### config.mk
export PLATFORM = sky130hd
export DESIGN_NAME = rdlc_line_ctrl
export DESIGN_NICKNAME = d
export VERILOG_FILES = /design/src/common/rdlc_pkg.sv /design/src/design/rdlc_port_line.sv /design/src/design/rdlc_line_ctrl.sv
export VERILOG_INCLUDE_DIRS = /design/src /design/src/common
export SDC_FILE = /design/constraint.sdc
export NUM_CORES = 1
export LEC_CHECK = 0
export BUFFER_PORTS_ARGS = -buffer_cell sky130_fd_sc_hd__buf_2
export CAP_MARGIN = 20
export CORE_MARGIN = 2
export CORE_UTILIZATION = 25
export CTS_CLUSTER_DIAMETER = 100
export DETAILED_ROUTE_END_ITERATION = 10
export GPL_TIMING_DRIVEN = 0
export MAX_ROUTING_LAYER = met4
export PLACE_DENSITY = 0.39
export SLEW_MARGIN = 0
export SYNTH_ARGS = -nofsm -noshare
export SYNTH_HDL_FRONTEND = slang
export SYNTH_SLANG_ARGS = --single-unit
### constraint.sdc
create_clock -name clk -period 3.5 [get_ports clk]
set_input_delay 0.525 -clock clk [delete_from_list [all_inputs] [get_ports clk]]
set_output_delay 0.525 -clock clk [all_outputs]
set_load 0.01 [all_outputs]
### src/common/rdlc_defines.svh
// constants for the rs232 dtr/dsr line-control block
// assumes a 20 MHz clock and six user ports (ports 2 to 7)
`ifndef RDLC_DEFINES_SVH
`define RDLC_DEFINES_SVH

// ----------------------------------------------------------------
// geometry
// ----------------------------------------------------------------
`define RDLC_NPORT            6
`define RDLC_NLO              5
`define RDLC_ADDR_W           4
`define RDLC_DATA_W           32

// ----------------------------------------------------------------
// register offsets (word index on the plain register port)
// ----------------------------------------------------------------
`define RDLC_OFS_DTR_LO       4'h0
`define RDLC_OFS_DTR_HI       4'h1
`define RDLC_OFS_DSR_LO       4'h2
`define RDLC_OFS_DSR_HI       4'h3
`define RDLC_OFS_LST_LO       4'h4
`define RDLC_OFS_LST_HI       4'h5
`define RDLC_OFS_MODE         4'h6
`define RDLC_OFS_TXST         4'h7
`define RDLC_OFS_IRQ_ST       4'h8
`define RDLC_OFS_IRQ_MASK     4'h9

// ----------------------------------------------------------------
// field layout
// ----------------------------------------------------------------
`define RDLC_DTR_W            2
`define RDLC_DSR_W            3
`define RDLC_LST_W            2
`define RDLC_TXST_W           4

// ----------------------------------------------------------------
// option encodings
// ----------------------------------------------------------------
`define RDLC_DTR_RUN          2'h0
`define RDLC_DTR_OFF          2'h1
`define RDLC_DTR_RXOK         2'h2
`define RDLC_DTR_RUN2         2'h3
`define RDLC_DSR_NONE         3'h0
`define RDLC_DSR_ON_TXRX      3'h1
`define RDLC_DSR_OFF_TXRX     3'h2
`define RDLC_DSR_BUSY         3'h3
`define RDLC_DSR_OFF_TX       3'h4

// ----------------------------------------------------------------
// reset values and codes
// ----------------------------------------------------------------
`define RDLC_RST_DTR_LO       10'h000
`define RDLC_RST_DTR_HI       2'h0
`define RDLC_RST_DSR_LO       15'h0000
`define RDLC_RST_DSR_HI       3'h0
`define RDLC_RST_MODE         6'h00
`define RDLC_RST_MASK         6'h00
`define RDLC_TXST_OK          4'h0
`define RDLC_TXST_BUSY_TMO    4'h1

// ----------------------------------------------------------------
// timing
// ----------------------------------------------------------------
`define RDLC_CLK_HZ           20000000
`define RDLC_BUSY_TMO_MS      5000
`define RDLC_BUSY_TIMEOUT_CYC (`RDLC_BUSY_TMO_MS * (`RDLC_CLK_HZ / 1000))

`endif

### src/common/rdlc_pkg.sv
// types shared by the line-control block
// assumes rdlc_defines.svh is on the include path
`default_nettype none
`include "rdlc_defines.svh"

package rdlc_pkg;

	// ------------------------------------------------------------
	// carriers
	// ------------------------------------------------------------
	typedef struct packed {
		logic [`RDLC_ADDR_W-1:0] addr;
		logic [`RDLC_DATA_W-1:0] wdata;
		logic                    wr;
		logic                    rd;
	} rdlc_bus_req_t;

	typedef struct packed {
		logic                   user_mode;
		logic [`RDLC_DTR_W-1:0] dtr_opt;
		logic [`RDLC_DSR_W-1:0] dsr_opt;
	} rdlc_port_cfg_t;

	typedef struct packed {
		logic dsr;
		logic tx_pending;
	} rdlc_port_in_t;

	// ------------------------------------------------------------
	// states
	// ------------------------------------------------------------
	typedef enum logic [1:0] {
		TX_IDLE,
		TX_HELD,
		TX_ABORTED
	} rdlc_tx_state_t;

endpackage

`default_nettype wire

### src/design/rdlc_port_line.sv
// one port's dtr drive, dsr gating and busy timeout
// assumes inputs synchronous to clk; timeout in clk cycles
`timescale 1ns/1ps
`default_nettype none
`include "rdlc_defines.svh"

module rdlc_port_line #(
	parameter int unsigned TIMEOUT_CYC = `RDLC_BUSY_TIMEOUT_CYC
) (
	input  wire logic                    clk,
	input  wire logic                    rst,
	input  wire rdlc_pkg::rdlc_port_cfg_t cfg,
	input  wire logic                    running,
	input  wire rdlc_pkg::rdlc_port_in_t  pin,
	output logic                         dtr_q,
	output logic                         tx_en_q,
	output logic                         rx_en_q,
	output logic                         timeout_q
);
	import rdlc_pkg::*;

	localparam int CW = $clog2(TIMEOUT_CYC + 1);

	rdlc_tx_state_t state_q, state_d;
	logic [CW-1:0]  cnt_q, cnt_d;
	logic           busy_mode, counting, expire;
	logic           tx_gate, rx_gate, dtr_d;

	// ------------------------------------------------------------
	// busy timeout
	// ------------------------------------------------------------
	always_comb begin
		busy_mode = cfg.user_mode && running
			&& cfg.dsr_opt == `RDLC_DSR_BUSY;
		counting  = busy_mode && pin.tx_pending && !pin.dsr
			&& state_q != TX_ABORTED;
		expire    = counting && cnt_q == CW'(TIMEOUT_CYC - 1);
		cnt_d     = (counting && !expire) ? cnt_q + CW'(1) : '0;
		state_d   = state_q;
		unique case (state_q)
			TX_IDLE: begin
				if (expire)
					state_d = TX_ABORTED;
				else if (counting)
					state_d = TX_HELD;
			end
			TX_HELD: begin
				if (expire)
					state_d = TX_ABORTED;
				else if (!counting)
					state_d = TX_IDLE;
			end
			TX_ABORTED: begin
				// rest of the message is dropped until software ends it
				if (!pin.tx_pending || !busy_mode)
					state_d = TX_IDLE;
			end
			default: state_d = TX_IDLE;
		endcase
	end

	// ------------------------------------------------------------
	// gating and dtr
	// ------------------------------------------------------------
	always_comb begin
		tx_gate = 1'b1;
		rx_gate = 1'b1;
		dtr_d   = 1'b1;
		if (!cfg.user_mode) begin
			dtr_d = 1'b1;
		end else if (!running) begin
			tx_gate = 1'b0;
			rx_gate = 1'b0;
			dtr_d   = 1'b0;
		end else begin
			unique case (cfg.dsr_opt)
				`RDLC_DSR_ON_TXRX: begin
					tx_gate = pin.dsr;
					rx_gate = pin.dsr;
				end
				`RDLC_DSR_OFF_TXRX: begin
					tx_gate = !pin.dsr;
					rx_gate = !pin.dsr;
				end
				// relies on the terminal dropping dsr while it is full
				`RDLC_DSR_BUSY: tx_gate = pin.dsr
					&& state_d != TX_ABORTED;
				`RDLC_DSR_OFF_TX: tx_gate = !pin.dsr;
				default: ;
			endcase
			unique case (cfg.dtr_opt)
				`RDLC_DTR_RUN: dtr_d = 1'b1;
				`RDLC_DTR_OFF: dtr_d = 1'b0;
				`RDLC_DTR_RXOK: dtr_d = rx_gate;
				`RDLC_DTR_RUN2: dtr_d = 1'b1;
			endcase
		end
	end

	// ------------------------------------------------------------
	// registers
	// ------------------------------------------------------------
	always_ff @(posedge clk) begin
		if (rst) begin
			state_q <= TX_IDLE;
			cnt_q   <= '0;
		end else begin
			state_q <= state_d;
			cnt_q   <= cnt_d;
		end
	end

	always_ff @(posedge clk) begin
		if (rst) begin
			dtr_q     <= 1'b0;
			tx_en_q   <= 1'b0;
			rx_en_q   <= 1'b0;
			timeout_q <= 1'b0;
		end else begin
			dtr_q     <= dtr_d;
			tx_en_q   <= tx_gate;
			rx_en_q   <= rx_gate;
			timeout_q <= expire;
		end
	end
endmodule

`default_nettype wire

### src/design/rdlc_line_ctrl.sv
// register file and six port line controllers for ports 2 to 7
// assumes a plain register port with read data one cycle after the strobe
//
// Local design decisions: the register offsets and strobed register access.
`timescale 1ns/1ps
`default_nettype none
`include "rdlc_defines.svh"

// Behaviour
// option 00: dtr on running, off stopped
// option 01: dtr always off
// option 10: dtr on while reception possible
// option 11 behaves exactly like 00
// options apply to user-mode ports two-seven only
// busy mode: transmit only while dsr on
// busy mode: pause on dsr off, resume
// dsr off too long: timeout, abort transmission
// timeout writes error code to transmit status
// terminal drops dsr while busy
// dsr options 001, 010, 100 gate tx/rx (option 100 gates tx only here)
// maintenance mode: dsr ignored, dtr on
// stopped user mode: tx/rx disabled
// line status dtr/dsr latched each scan end
// busy counter restarts on dsr, counts pending
module rdlc_line_ctrl #(
	parameter int unsigned BUSY_TIMEOUT_CYC = `RDLC_BUSY_TIMEOUT_CYC
) (
	input  wire logic                                      clk,
	input  wire logic                                      rst,
	input  wire rdlc_pkg::rdlc_bus_req_t                    bus_req,
	input  wire logic                                      running,
	input  wire logic                                      scan_end,
	input  wire rdlc_pkg::rdlc_port_in_t [`RDLC_NPORT-1:0]  port_in,
	output logic [`RDLC_DATA_W-1:0]                        rd_data_q,
	output logic [`RDLC_NPORT-1:0]                         dtr_q,
	output logic [`RDLC_NPORT-1:0]                         tx_en_q,
	output logic [`RDLC_NPORT-1:0]                         rx_en_q,
	output logic [`RDLC_NPORT-1:0]                         tx_abort_q,
	output logic                                           irq_q
);
	import rdlc_pkg::*;

	localparam int NP  = `RDLC_NPORT;
	localparam int NL  = `RDLC_NLO;
	localparam int DW  = `RDLC_DTR_W;
	localparam int SW  = `RDLC_DSR_W;
	localparam int LW  = `RDLC_LST_W;
	localparam int TW  = `RDLC_TXST_W;

	// ------------------------------------------------------------
	// helpers
	// ------------------------------------------------------------
	function automatic logic hit(input rdlc_bus_req_t req,
		input logic [`RDLC_ADDR_W-1:0] ofs);
		return req.addr == ofs;
	endfunction

	function automatic rdlc_port_cfg_t port_cfg(input int idx,
		input logic [NP*DW-1:0] dtr_all,
		input logic [NP*SW-1:0] dsr_all,
		input logic [NP-1:0] mode);
		rdlc_port_cfg_t c;
		c.user_mode = mode[idx];
		c.dtr_opt   = dtr_all[idx*DW +: DW];
		c.dsr_opt   = dsr_all[idx*SW +: SW];
		return c;
	endfunction

	// ------------------------------------------------------------
	// storage
	// ------------------------------------------------------------
	logic [NL*DW-1:0]  dtr_lo_q;
	logic [DW-1:0]     dtr_hi_q;
	logic [NL*SW-1:0]  dsr_lo_q;
	logic [SW-1:0]     dsr_hi_q;
	logic [NP-1:0]     mode_q;
	logic [NP*LW-1:0]  line_st_q;
	logic [NP*TW-1:0]  txst_q;
	logic [NP-1:0]     irq_st_q, irq_st_d;
	logic [NP-1:0]     irq_mask_q;
	logic [NP-1:0]     tx_pend_q;
	logic [NP-1:0]     timeout;
	logic [NP-1:0]     dtr_w, tx_en_w, rx_en_w;
	logic [`RDLC_DATA_W-1:0] rd_val;

	// ------------------------------------------------------------
	// option and mode registers
	// ------------------------------------------------------------
	// options act immediately; a change mid-message takes effect at once
	always_ff @(posedge clk) begin
		if (rst) begin
			dtr_lo_q <= `RDLC_RST_DTR_LO;
			dtr_hi_q <= `RDLC_RST_DTR_HI;
			dsr_lo_q <= `RDLC_RST_DSR_LO;
			dsr_hi_q <= `RDLC_RST_DSR_HI;
			mode_q   <= `RDLC_RST_MODE;
		end else if (bus_req.wr) begin
			if (hit(bus_req, `RDLC_OFS_DTR_LO))
				dtr_lo_q <= bus_req.wdata[NL*DW-1:0];
			if (hit(bus_req, `RDLC_OFS_DTR_HI))
				dtr_hi_q <= bus_req.wdata[DW-1:0];
			if (hit(bus_req, `RDLC_OFS_DSR_LO))
				dsr_lo_q <= bus_req.wdata[NL*SW-1:0];
			if (hit(bus_req, `RDLC_OFS_DSR_HI))
				dsr_hi_q <= bus_req.wdata[SW-1:0];
			if (hit(bus_req, `RDLC_OFS_MODE))
				mode_q <= bus_req.wdata[NP-1:0];
		end
	end

	always_ff @(posedge clk) begin
		if (rst)
			irq_mask_q <= `RDLC_RST_MASK;
		else if (bus_req.wr && hit(bus_req, `RDLC_OFS_IRQ_MASK))
			irq_mask_q <= bus_req.wdata[NP-1:0];
	end

	// ------------------------------------------------------------
	// port controllers
	// ------------------------------------------------------------
	// port 1 has no line control, so only ports 2 to 7 exist here
	for (genvar i = 0; i < NP; i++) begin : g_port
		rdlc_port_line #(
			.TIMEOUT_CYC(BUSY_TIMEOUT_CYC)
		) u_port (
			.clk       (clk),
			.rst       (rst),
			.cfg       (port_cfg(i, {dtr_hi_q, dtr_lo_q},
				{dsr_hi_q, dsr_lo_q}, mode_q)),
			.running   (running),
			.pin       (port_in[i]),
			.dtr_q     (dtr_w[i]),
			.tx_en_q   (tx_en_w[i]),
			.rx_en_q   (rx_en_w[i]),
			.timeout_q (timeout[i])
		);
	end

	assign dtr_q      = dtr_w;
	assign tx_en_q    = tx_en_w;
	assign rx_en_q    = rx_en_w;
	assign tx_abort_q = timeout;

	// ------------------------------------------------------------
	// line status, refreshed at scan end
	// ------------------------------------------------------------
	always_ff @(posedge clk) begin
		if (rst) begin
			line_st_q <= '0;
		end else if (scan_end) begin
			for (int i = 0; i < NP; i++)
				line_st_q[i*LW +: LW] <= {dtr_w[i], port_in[i].dsr};
		end
	end

	// ------------------------------------------------------------
	// transmit status
	// ------------------------------------------------------------
	always_ff @(posedge clk) begin
		if (rst)
			tx_pend_q <= '0;
		else
			for (int i = 0; i < NP; i++)
				tx_pend_q[i] <= port_in[i].tx_pending;
	end

	// a new message clears the code; a timeout in the same cycle wins
	always_ff @(posedge clk) begin
		if (rst) begin
			txst_q <= '0;
		end else begin
			for (int i = 0; i < NP; i++) begin
				if (timeout[i])
					txst_q[i*TW +: TW] <= `RDLC_TXST_BUSY_TMO;
				else if (port_in[i].tx_pending && !tx_pend_q[i])
					txst_q[i*TW +: TW] <= `RDLC_TXST_OK;
			end
		end
	end

	// ------------------------------------------------------------
	// interrupts: sticky timeouts, cleared by reading the status
	// ------------------------------------------------------------
	always_comb begin
		irq_st_d = irq_st_q;
		if (bus_req.rd && hit(bus_req, `RDLC_OFS_IRQ_ST))
			irq_st_d = '0;
		irq_st_d = irq_st_d | timeout;
	end

	always_ff @(posedge clk) begin
		if (rst) begin
			irq_st_q <= '0;
			irq_q    <= 1'b0;
		end else begin
			irq_st_q <= irq_st_d;
			irq_q    <= |(irq_st_d & irq_mask_q);
		end
	end

	// ------------------------------------------------------------
	// read port
	// ------------------------------------------------------------
	always_comb begin
		rd_val = '0;
		unique case (bus_req.addr)
			`RDLC_OFS_DTR_LO:   rd_val[NL*DW-1:0] = dtr_lo_q;
			`RDLC_OFS_DTR_HI:   rd_val[DW-1:0]    = dtr_hi_q;
			`RDLC_OFS_DSR_LO:   rd_val[NL*SW-1:0] = dsr_lo_q;
			`RDLC_OFS_DSR_HI:   rd_val[SW-1:0]    = dsr_hi_q;
			`RDLC_OFS_LST_LO:   rd_val[NL*LW-1:0] = line_st_q[NL*LW-1:0];
			`RDLC_OFS_LST_HI:   rd_val[LW-1:0]    = line_st_q[NP*LW-1 -: LW];
			`RDLC_OFS_MODE:     rd_val[NP-1:0]    = mode_q;
			`RDLC_OFS_TXST:     rd_val[NP*TW-1:0] = txst_q;
			`RDLC_OFS_IRQ_ST:   rd_val[NP-1:0]    = irq_st_q;
			`RDLC_OFS_IRQ_MASK: rd_val[NP-1:0]    = irq_mask_q;
			default:            rd_val = '0;
		endcase
	end

	// data stand only in the cycle after the strobe, zero otherwise
	always_ff @(posedge clk) begin
		if (rst)
			rd_data_q <= '0;
		else
			rd_data_q <= bus_req.rd ? rd_val : '0;
	end
endmodule

`default_nettype wire

== Word level (Yosys, flattened, before mapping) ==
Index checks and enable logic that the tools add are counted.

* Flip-flop bits (word level): 296
* Input bits: 54
* Output and inout port bits: 57
* Logic and storage cells: 397

* $add $sub $neg: 6
* Eq/ne operators: 81
* Multiplexer cells: 108
* Bitwise logic cells: 10
* Reduce and logical (&&, ||, !) cells: 137

{| class="wikitable"
|+ Operators by type and width
! operator !! number
|-
| 27-bit by 1-bit adder with 27-bit output (second input constant) || 6
|-
| 27-bit equality test (second input constant) || 6
|-
| 2-bit 2-to-1 mux || 30
|-
| 1-bit logical AND || 56
|-
| 1-bit 2-to-1 mux || 48
|-
| 2-bit OR reduction || 19
|-
| 2-bit equality test (second input constant) || 18
|-
| 3-bit by 2-bit equality test with 1-bit output (second input constant) || 12
|-
| 1-bit one-hot mux with 3 select lines || 12
|-
| 2-bit one-hot mux with 3 select lines || 6
|-
| 1-bit zero test || 30
|-
| 2-bit by 1-bit equality test with 1-bit output (second input constant) || 12
|-
| 2-bit zero test || 12
|-
| 2-bit inequality test (second input constant) || 12
|-
| 3-bit one-hot mux with 7 select lines || 1
|-
| 2-bit one-hot mux with 10 select lines || 1
|-
| 3-bit by 1-bit equality test with 1-bit output (second input constant) || 6
|-
| 3-bit equality test (second input constant) || 6
|-
| 4-bit by 3-bit equality test with 1-bit output (second input constant) || 4
|-
| 4-bit one-hot mux with 4 select lines || 1
|-
| 1-bit one-hot mux with 2 select lines || 6
|-
| 2-bit nonzero test || 6
|-
| 5-bit one-hot mux with 2 select lines || 1
|-
| 2-bit AND reduction || 5
|-
| other kinds (12) || 26
|}

== Longest topological paths before layout ==
Gate-level depths: netlist of run 1.

* Depth in word-level cells: 13
* Mapped depth: 9
* Depth with buffers taken out: 6

== Hierarchy ==
A second synthesis of run 1 with hierarchy kept.

* Cell total of the unflattened synthesis: 1540
* Area, all modules: 13770.7 um2

{| class="wikitable"
|+ Modules (own cells, without submodules)
! module !! instances !! cells each !! area each (um2) !! sequential area each (um2)
|-
| rdlc_port_line at g_port[0].u_port ... || 5 || 184 || 1665.3 || 660.6
|-
| rdlc_line_ctrl || 1 || 432 || 3836.2 || 1801.7
|-
| rdlc_port_line at g_port[5].u_port || 1 || 188 || 1607.8 || 660.6
|}

== Least setup slack after synthesis of run 1 ==
Ideal clock, no wire load.

* Path type: input to register
* Start: input rst
* End: register g_port[3].u_port.cnt_q[10]
* Setup time: 0.064 ns
* Data arrival time: 2.112 ns
* Setup slack: 1.324 ns
* Cell stages on the path: 9
* Cells stage by stage: buf_6 nand2b_4 buf_6 or3_1 or3_1 nand2b_1 buf_6 buf_6 nor2_1

* Longest elaborated chain between the ends: 1

{| class="wikitable"
|+ RTL lines
! what !! line !! RTL
|-
| from (decl) || rdlc_line_ctrl.sv:29 || <nowiki>input wire logic rst,</nowiki>
|-
| 2-bit OR reduction (no line) || - ||
|-
| to (signal assigned) || rdlc_port_line.sv:109 || <nowiki>cnt_q <= cnt_d;</nowiki>
|-
| to (decl) || rdlc_port_line.sv:25 || <nowiki>logic [CW-1:0] cnt_q, cnt_d;</nowiki>
|}

No other way between the ends.
A chain may end at the register's enable or synchronous reset.

== Worst setup path in the final report of run 1 ==
* Start: register g_port[5].u_port.cnt_q[0]
* End: register g_port[5].u_port.cnt_q[21]

* Longest elaborated chain between the ends: 6
* Elaborated cells on any way between the ends: 7
* Classes of those cells: 1 x add/sub; 1 x eq/ne; 1 x bitwise; 4 x reduce/logical

{| class="wikitable"
|+ RTL lines
! what !! line
|-
| from (decl) || rdlc_port_line.sv:25
|-
| from (signal assigned) || rdlc_port_line.sv:109
|-
| parallel branches: the longest is 6 deep, another holds 27-bit by 1-bit adder with 27-bit output || -
|}

Parallel ways; which one is timed is not known.

==> results of run 1 <==
[where the power goes]
part / internal (mW) / leakage, nW / total (mW) / switching [mW]
Combinational: 0.105 / 2.62 / 0.267 / 0.162
Clock: 2.20 / 0.583 / 3.68 / 1.47
Sequential: 3.31 / 2.33 / 3.33 / 0.0219
Total: 5.62 / 5.53 / 7.28 / 1.66
[final cells by class]
type	instances	area [um^2]	area share, %
Multi-Input combinational cell	1087	6499	42.22
Sequential cell	288	5766	37.46
Clock buffer	53	1076	6.991
Buffer	97	606.8	3.942
Tap cell	680	850.8	5.528
Inverter	29	108.9	0.7072
Antenna cell	4	10.01	0.06503
Clock inverter	11	87.58	0.5690
Timing Repair Buffer	77	387.9	2.520
[layer usage]
metal | wire [um] | track usage (%) | vias to the layer above | part of all wire [%]
met5 | 0 | - | - | 0
met4 | 997 | 4.456 | 0 | 2.7
met3 | 1565 | 3.260 | 58 | 4.3
met2 | 16670 | 22.35 | 142 | 46
met1 | 17390 | 17.86 | 4904 | 47
li1 | - | - | 5316 | -
[flip-flops by register name, summed over array words and instances, names as in the netlist]
name                     cells
dsr_hi_q                     3
dsr_lo_q                    15
dtr_hi_q                     2
dtr_lo_q                    10
g_port.u_port.cnt_q        162
g_port.u_port.dtr_q          6
g_port.u_port.rx_en_q        6
g_port.u_port.state_q       12
g_port.u_port.timeout_q      6
g_port.u_port.tx_en_q        6
irq_mask_q                   6
irq_q                        1
irq_st_q                     6
line_st_q                   12
mode_q                       6
rd_data_q                   17
tx_pend_q                    6
txst_q                       6
[cell families (layout without fill, tap and decap cells)]
group | after synthesis | in the layout
buffers and inverters | 126 | 267
multiplexers | 54 | 54
flip-flops | 288 | 288
XOR/XNOR | 149 | 149
AND/OR/NAND/NOR | 723 | 723
adder cells (fa/ha/maj) | 18 | 18
other | 1 | 19
AO/OA/AOI/OAI | 128 | 128
[final timing paths]
path                                               endpoint
worst max-delay path             g_port[5].u_port.cnt_q[21]
worst min-delay path                           dsr_lo_q[12]
worst max register to register   g_port[5].u_port.cnt_q[21]
worst min register to register  g_port[3].u_port.state_q[0]
[critical path, cell delays in order (launching register included)]
cell      delay (ns)
dfxtp_1         0.37
ha_1            0.20
and3_1          0.15
clkbuf_1        0.27
and3_1          0.27
nand3_1         0.12
nand2b_1        0.09
clkbuf_1        0.28
clkbuf_1        0.45
nor2_1          0.10
[cell usage in the layout (no fill, tap or decap), types with 17 or more instances in the layout]
cell type	netlist	layout
nand2_1	121	121
clkbuf_1	33	40
buf_2	8	83
nor2_1	269	269
nor4_1	20	20
inv_1	29	29
and3_1	33	33
xor2_1	97	97
nand4_1	57	57
a21oi_1	69	69
nand3_1	78	78
xnor2_1	52	52
nor2b_1	18	18
nor3_1	17	17
ha_1	18	18
dfxtp_1	288	288
buf_4	40	41
clkbuf_16	0	37
nand2b_1	28	28
mux2i_1	48	48
==> reports/results.ini, run 1 <==
[worst_setup_path]
cp.arrival_ns = 2.83
end_kind = register
startpoint_type = register
r2r_setup_slack_ns = 1.07
r2r_start = g_port[5].u_port.cnt_q[0]
crit_start = g_port[5].u_port.cnt_q[0]
reg2regPathDepth = 9
critPathMaxFanout = 10
required_ns = 3.90
path_class = register to register

[pwr]
p_total_mw = 7.278
power_density_nw_per_um2 = 472.8
p_leak_nw = 5.532
vdd_ir_drop_max_v = 0.0002635

[logic_synthesis]
ys_top_cells_by_count = dfxtp_1, nor2_1, nand2_1
ys.flop_type = dfxtp_1
synth_cells = 1487
muxShareOfSynthArea_pct = 4.326
yosys.area.top_type_share_pct = 44.60
synthAdderAreaFrac_pct = 1.742
synthXorXnorAreaFrac_pct = 10.09
synth_area_um2 = 12930
yosys_warnings = 0
synth_compound_area_share_pct = 6.010
synth_simple_gate_area_share_pct = 27.66
synth_top_family_by_area = simple AND/OR/NAND/NOR gates
syn_avg_cell_area_um2 = 8.694
synthTopCellsByArea = dfxtp_1, nor2_1, xor2_1, mux2i_1, xnor2_1
synth-seq-area-share_pct = 44.60
yosysMostFrequentCell = dfxtp_1
async_reset_ff_share_pct = 0
yosysTopAreaCell = dfxtp_1
ys_types = 62
synth_seq_cells = 288
synth_edf_count = 0

[finish]
final_cells = 2326
nFillCells = 5497
fin_area_um2 = 15390
final_layout_size_suffix_gt1_share_pct = 13.09
fin_nets = 1688
fin_util_pct = 30.06
area_delta_synth_final_pct = 19.07

[placement]
gp_congestion = 0.8260
dp.cells = 2257
port_buffers = 74
dp.final_hpwl_um = 26510
place_area_um2 = 14210
dp_slack_ns = 0.8064

[route]
viasPerCell = 4.480
drc_errors = 0
drt-wirelength-per-cell_um = 15.75
num_vias = 10420
first_pass_iters = 5
drt-total-wl_um = 36630
drt_iter0_drc = 500
antenna_left = 0

[timing]
rsz0062_at_grt = no
setup_violations = 0
max_slew_margin_pct = 27.43
tightest_slew_ns = 1.080
clock-skew-final_ns = 0.01734
max_freq_mhz = 411.8
finalSetupTns_ns = 0
setup_slack_ns = 1.072
hold_viol = 0
hold_ws_ns = 0.2302
period_needed_ns = 2.428
fin_crit_sh_pct = 69.38
slew_viol_final = 0

[global_route]
grt_overflow_total = 0
grt_max_degree = 12
grt_pass1_vias = 10160
grt_first_pass_wirelength_um = 57640
grt_antenna_before_repair = 7
track_usage_pct = 14.15

[hold_path]
min_path_type = primary input to register
holdPathStages = 3
min-delay-start = bus_req[14]

[clock_tree]
cts-resized-gates = 0
cts.path.max_buffers = 3
post_cts.repair.setup_buffers = 0
clk_pin_slew_worst_paths_ns = 0.06
cts_root_buffer = clkbuf_16
cts_tree = built
cts_made_buffers = 36
cts_hold_buf = 0
clk_latency_ns = 0.55
cts_sinks = 288
h-tree-depth = 2

[die]
start_util_pct = 25.25
coreArea_um2 = 51200
ios = 111
dieWidth_um = 231.4
dieArea_um2 = 53540
rows = 83
die_h_um = 231.4

[flow_run]
cap_violations = 0

[run_status]
status = completed

No activity file was read; power rests on OpenSTA's default activity.
==> run 2: changes to the inputs <==
Settings changed: ABC_AREA set to 1.
Clock period 3.5 ns to 2.3 ns, I/O delays scaled along.
==> run 2 against run 1 <==
Effect of this change: utilization grew 0.17 points; sequential cell count is the same; synthesized cell count grew 29%; area after synthesis grew 8.6%; power grew 59%; largest cell class unchanged.
==> reports/results.ini, run 2 <==
[worst_setup_path]
startpoint_type = primary input
critPathMaxFanout = 10  ; unchanged
cp.arrival_ns = 2.36  ; -0.47 ns
end_kind = register
required_ns = 2.71  ; -1.19 ns
r2r_start = g_port[5].u_port.cnt_q[0]
path_class = primary input to register
crit_start = rst

[logic_synthesis]
yosys.area.top_type_share_pct = 41.07  ; -3.5 points
synth_top_family_by_area = simple AND/OR/NAND/NOR gates
yosysMostFrequentCell = nand2_1
muxShareOfSynthArea_pct = 0  ; -4.3 points
yosysTopAreaCell = dfxtp_1
ys_types = 55  ; -11%
synth_compound_area_share_pct = 11.64  ; +5.6 points
synth-seq-area-share_pct = 41.07  ; -3.5 points
synth_area_um2 = 14040  ; +8.6%
synthXorXnorAreaFrac_pct = 3.244  ; -6.9 points
ys.flop_type = dfxtp_1
async_reset_ff_share_pct = 0  ; unchanged
synth_simple_gate_area_share_pct = 31.03  ; +3.4 points
synth_cells = 1925  ; +29%
yosys_warnings = 0  ; unchanged
synthAdderAreaFrac_pct = 1.604  ; -0.14 points
ys_top_cells_by_count = nand2_1, dfxtp_1, nor2_1
synth_seq_cells = 288  ; unchanged
synthTopCellsByArea = dfxtp_1, nand2_1, nor2_1, inv_1, a21oi_1
synth_edf_count = 0  ; unchanged
syn_avg_cell_area_um2 = 7.293  ; -16%

[finish]
nFillCells = 6060  ; +10%
largest_reg_flops = 162  ; unchanged
multi_input_area_um2 = 6728  ; +3.5%
fin_area_um2 = 16720  ; +8.6%
final_cell_mix = nand2_1, dfxtp_1, nor2_1
final_cells = 2843  ; +22%
final_common_cell = nand2_1
regMostFlops = g_port.u_port.cnt_q
fin_nets = 2129  ; +26%
register_area_um2 = 5766  ; unchanged
largestRegisters = g_port.u_port.cnt_q (162), rd_data_q (17), dsr_lo_q (15)
area_delta_synth_final_pct = 19.12  ; about the same
final_layout_size_suffix_gt1_share_pct = 15.05  ; +2.0 points

[die]
dieWidth_um = 241.0  ; +4.1%
coreArea_um2 = 55310  ; +8.0%
die_h_um = 241.0  ; +4.1%
dieArea_um2 = 58070  ; +8.5%
ios = 111  ; unchanged
start_util_pct = 25.38  ; +0.13 points
rows = 86  ; +3.6%

[global_route]
grt_pass1_vias = 12110  ; +19%
grt_max_degree = 12  ; unchanged
grt_overflow_total = 0  ; unchanged
grt_first_pass_wirelength_um = 67280  ; +17%
track_usage_pct = 15.35  ; +1.2 points
grt_antenna_before_repair = 9  ; +2

[timing]
hold_ws_ns = 0.04692  ; -0.1833 ns
setup_violations = 0  ; unchanged
slew_viol_final = 0  ; unchanged
tightest_slew_ns = 0.9318  ; -0.1484 ns
clock-skew-final_ns = 0.02554  ; +0.008200 ns
period_needed_ns = 1.956
setup_slack_ns = 0.3444  ; -0.7271 ns
fin_crit_sh_pct = 85.03
max_freq_mhz = 511.4
hold_viol = 0  ; unchanged
rsz0062_at_grt = no
max_slew_margin_pct = 37.88  ; +10 points

[clock_tree]
clk_pin_slew_worst_paths_ns = 0.06  ; about the same
cts_made_buffers = 37  ; +2.8%
cts-resized-gates = 0  ; unchanged
cts.path.max_buffers = 3  ; unchanged
h-tree-depth = 2  ; unchanged
cts_tree = built
cts_sinks = 288  ; unchanged
clk_latency_ns = 0.56  ; about the same
cts_root_buffer = clkbuf_16

[route]
drt-wirelength-per-cell_um = 14.91  ; -5.3%
first_pass_iters = 5  ; unchanged
num_vias = 12510  ; +20%
drt_iter0_drc = 666  ; +33%
drt-total-wl_um = 42380  ; +16%
drc_errors = 0  ; unchanged
antenna_left = 0  ; unchanged
viasPerCell = 4.399  ; -1.8%

[pwr]
vdd_ir_drop_max_v = 0.0004880  ; +85%
p_leak_nw = 6.073  ; +9.8%
power_density_nw_per_um2 = 691.7  ; +46%

[run_status]
status = completed

[flow_run]
cap_violations = 0  ; unchanged

[placement]
dp.cells = 2764  ; +22%
dp.final_hpwl_um = 32050  ; +21%
dp_slack_ns = -0.1929  ; -0.9993 ns
gp_congestion = 0.8321  ; +0.74%
port_buffers = 77  ; +4.1%
place_area_um2 = 15410  ; +8.4%

[hold_path]
min-delay-start = port_in[4]
min_path_type = primary input to register

-- run 2: per-layer routing --
layer / part of all wire, % / up-vias / track usage [%]
met5: 0 / - / -
met1: 48 / 5735 / 20.02
met4: 2.2 / 0 / 4.471
li1: - / 6479 / -
met2: 44 / 224 / 23.78
met3: 5.8 / 67 / 3.351
-- run 2: power by group --
part / internal [mW] / total (mW) / switching, mW
Sequential: 5.05 / 5.08 / 0.0340
Combinational: 0.145 / 0.425 / 0.281
Clock: 3.69 / 6.06 / 2.37
Total: 8.88 / 11.6 / 2.68
-- run 2: worst max-delay path: stages --
cell and delay [ns]:
buf_2 0.17, buf_2 0.23, nor2_1 0.68, inv_1 0.13
clkbuf_1 0.35, a21oi_1 0.45
-- run 2: final timing paths --
| path | slack, ns | cells past startpoint | end |
|---|---|---|---|
| setup / recovery | 0.34 | 6 | rd_data_q[2] |
| hold / removal | 0.05 | 3 | tx_pend_q[2] |
| setup reg to reg | 0.35 | 9 | g_port[5].u_port.cnt_q[0] |
| hold reg to reg | 0.44 | 1 | g_port[2].u_port.state_q[0] |
-- run 2: cell type report --
class                      instances  area share [%]
multi-input combinational       1286           40.23
tap                              748           5.596
inverter                         285           6.404
sequential                       288           34.48
antenna                            9          0.1347
clock buffer                      53           6.374
timing repair buffer              79           2.424
clock inverter                    15           1.205
buffer                            80           3.157
-- run 2: stage by stage --
step / TNS (ns) / util, % / power [mW]
finish: 0 / 30.24 / 11.57
CTS: 0 / 30.20 / 11.83
floorplan: 0 / - / 5.413
detailed placement: -0.4763 / 27.87 / 5.614
global placement: -0.5732 / 27.87 / 5.613
global route: 0 / 30.24 / 12.04
-- run 2: repair_timing --
item                      4_1_cts  5_1_grt
hold endpoints to repair        2        0
setup buffers                   0        0
hold buffers                    2        0
-- run 2: cells by family (layout without fill, tap and decap cells) --
family | after synthesis | count (layout)
and+or+nand+nor | 912 | 912
buffers and inverters | 365 | 512
AOI/OAI and AO/OA | 289 | 289
DFF | 288 | 288
xor gates and xnor gates | 52 | 52
adders and majority gates | 18 | 18
other | 1 | 24
==> run 3: changes to the inputs <==
Settings changed: CORE_UTILIZATION 25 to 60, GPL_TIMING_DRIVEN 0 to 1, PLACE_DENSITY 0.39 to 0.79.
==> run 3 against run 2 <==
Effect of this change: cell count is 18% lower; die area is 58% lower; sequential cell count stayed put; register-to-register slack worse by 0.07 ns; utilization is 37 points higher; fmax is 3.3% lower; global-route usage is 11 points higher; worst setup slack worse by 0.067 ns; largest cell class unchanged.
==> reports/results.ini, run 3 (synthesis gave the netlist of run 2 again) <==
[timing]
finalSetupTns_ns = 0  ; unchanged
period_needed_ns = 2.023  ; +0.06748 ns
rsz0062_at_grt = no
fin_crit_sh_pct = 87.96  ; +2.9 points
slew_viol_final = 0  ; unchanged
tightest_slew_ns = 0.6028  ; -0.3290 ns
setup_slack_ns = 0.2769  ; -0.06748 ns
clock-skew-final_ns = 0.01254  ; -0.01300 ns
setup_violations = 0  ; unchanged
max_slew_margin_pct = 59.71  ; +22 points
max_freq_mhz = 494.3  ; -3.3%
hold_viol = 0  ; unchanged

[finish]
fin_util_pct = 67.54  ; +37 points
largestRegisters = g_port.u_port.cnt_q (162), rd_data_q (17), dsr_lo_q (15)
nFillCells = 1935  ; -68%
final_cell_mix = nand2_1, dfxtp_1, nor2_1
area_delta_synth_final_pct = 9.571
largest_reg_flops = 162  ; unchanged
regMostFlops = g_port.u_port.cnt_q
final_common_cell = nand2_1
fin_nets = 2055  ; -3.5%
final_layout_size_suffix_gt1_share_pct = 12.87  ; -2.2 points

[placement]
dp_slack_ns = 0.2572  ; +0.4501 ns
dp.final_hpwl_um = 23220  ; -28%
gp_congestion = 0.9690  ; +16%
port_buffers = 78  ; +1.3%

[hold_path]
min_path_type = primary input to register

[clock_tree]
clk_latency_ns = 0.55  ; about the same
cts_sinks = 288  ; unchanged
clk_pin_slew_worst_paths_ns = 0.06  ; about the same
cts_made_buffers = 29  ; -22%
cts_root_buffer = clkbuf_16
cts_tree = built
cts-resized-gates = 0  ; unchanged
cts_hold_buf = 0  ; -2
cts.path.max_buffers = 3  ; unchanged
h-tree-depth = 1  ; -1
post_cts.repair.setup_buffers = 0  ; unchanged

[worst_setup_path]
critPathMaxFanout = 22  ; +12
cp_slowest_cell = dfxtp_1
end_kind = register
path_class = register to register
cp.arrival_ns = 2.43  ; +0.07 ns
startpoint_type = register
required_ns = 2.70  ; about the same
critical_path.max_stage_delay_ns = 0.41  ; -0.27 ns
critical_path.cell_chain = ha_1, nand2_2, nor2_4, nand2_2, clkinv_2, nand3_2, o21ai_2, nor2_4, inv_2, a21oi_1

[route]
drt_iter0_drc = 1004  ; +51%
antenna_left = 0  ; unchanged
viasPerCell = 5.328  ; +21%
drt-total-wl_um = 32170  ; -24%
drt-wirelength-per-cell_um = 13.87  ; -7.0%
drc_errors = 0  ; unchanged
num_vias = 12360  ; -1.2%
first_pass_iters = 6  ; +1

[global_route]
grt_pass1_vias = 11410  ; -5.8%
grt_first_pass_wirelength_um = 53020  ; -21%
grt_antenna_before_repair = 2  ; -7
grt_max_degree = 34  ; +22
grt_overflow_total = 0  ; unchanged
track_usage_pct = 26.73  ; +11 points

[die]
coreArea_um2 = 22780  ; -59%
die_h_um = 157.0  ; -35%
dieArea_um2 = 24640  ; -58%
dieWidth_um = 157.0  ; -35%
rows = 55  ; -36%
start_util_pct = 61.64  ; +36 points
ios = 111  ; unchanged

[pwr]
vdd_ir_drop_max_v = 0.0004719  ; -3.3%
combinationalPowerShare_pct = 3.4  ; -0.3 points
p_sw_share_pct = 22.05  ; -1.2 points
seqPwrFrac_pct = 50.9  ; +7.0 points
internal_power_mw = 7.775  ; -12%
power_density_nw_per_um2 = 648.4  ; -6.3%
p_leak_nw = 5.648  ; -7.0%
p_sw_mw = 2.199  ; -18%
clockPowerShare_pct = 45.7  ; -6.7 points

[flow_run]
cap_violations = 0  ; unchanged

[run_status]
status = completed

-- run 3: changes by cell type in the layout (fill, tap and decap cells not counted), sizes merged --
cell         previous run  this run
clkinvlp                0         1
bufinv                  4         1
buf                   139        93
diode                   9         2
clkinv                 14        11
dlygate4sd3             2         0
clkbuf                 71        43
-- run 3: worst paths after layout --
check        cells past startpoint                         to  slack [ns]                       from
max                             10  g_port[1].u_port.cnt_q[8]        0.28  g_port[1].u_port.cnt_q[0]
min                              3               tx_pend_q[0]        0.03                 port_in[0]
max reg2reg                     10  g_port[1].u_port.cnt_q[8]        0.28  g_port[1].u_port.cnt_q[0]
min reg2reg                      2              rd_data_q[16]        0.43                 txst_q[16]
-- run 3: power groups by stage --
stage               registers [mW]  logic [mW]  clock network [mW]
finish                        5.08       0.340                4.56
global route                  5.08       0.375                4.84
CTS                           5.07       0.335                4.62
detailed placement            5.18       0.332                   0
global placement              5.18       0.325                   0
floorplan                     5.18       0.238                   0
-- run 3: metal layers --
metal  routed length (um)  track usage [%]  vias to the layer above
li1                     -                -                     6296
met1                14370            34.30                     5595
met2                14930            43.59                      400
met3                 2145            3.937                       69
met4                  725            8.650                        0
met5                    0                -                        -
-- run 3: final cells by class --
| cell class | count | area, um^2 | share of cell area (%) |
|---|---|---|---|
| inverter | 285 | 1071 | 6.962 |
| tap | 313 | 391.6 | 2.546 |
| multi-input combinational | 1286 | 6728 | 43.73 |
| clock buffer | 43 | 838.3 | 5.449 |
| clock inverter | 10 | 81.33 | 0.5287 |
| antenna | 2 | 5.005 | 0.03253 |
| timing repair buffer | 93 | 503.0 | 3.270 |
| sequential | 288 | 5766 | 37.48 |
-- run 3: critical path, delay by kind of cell (launching register included) --
family                     cells  cell delay (ns)
adders and majority gates      1             0.21
AOI/OAI and AO/OA              2             0.27
and+or+nand+nor                5             0.52
buffers and inverters          2             0.47
DFF                            1             0.41
-- run 3: stage by stage --
stage / instances / hold WS, ns / total power [mW] / instance area [um^2]
after global routing: 2320 / 0.04035 / 10.29 / 15380
after floorplan: 1939 / 0.4048 / 5.413 / 14090
after CTS: 2318 / 0.02314 / 10.02 / 15380
after global placement: 2265 / 0.4183 / 5.509 / 14460
final: 2320 / 0.02607 / 9.974 / 15380
after detailed placement: 2265 / 0.4224 / 5.517 / 14460
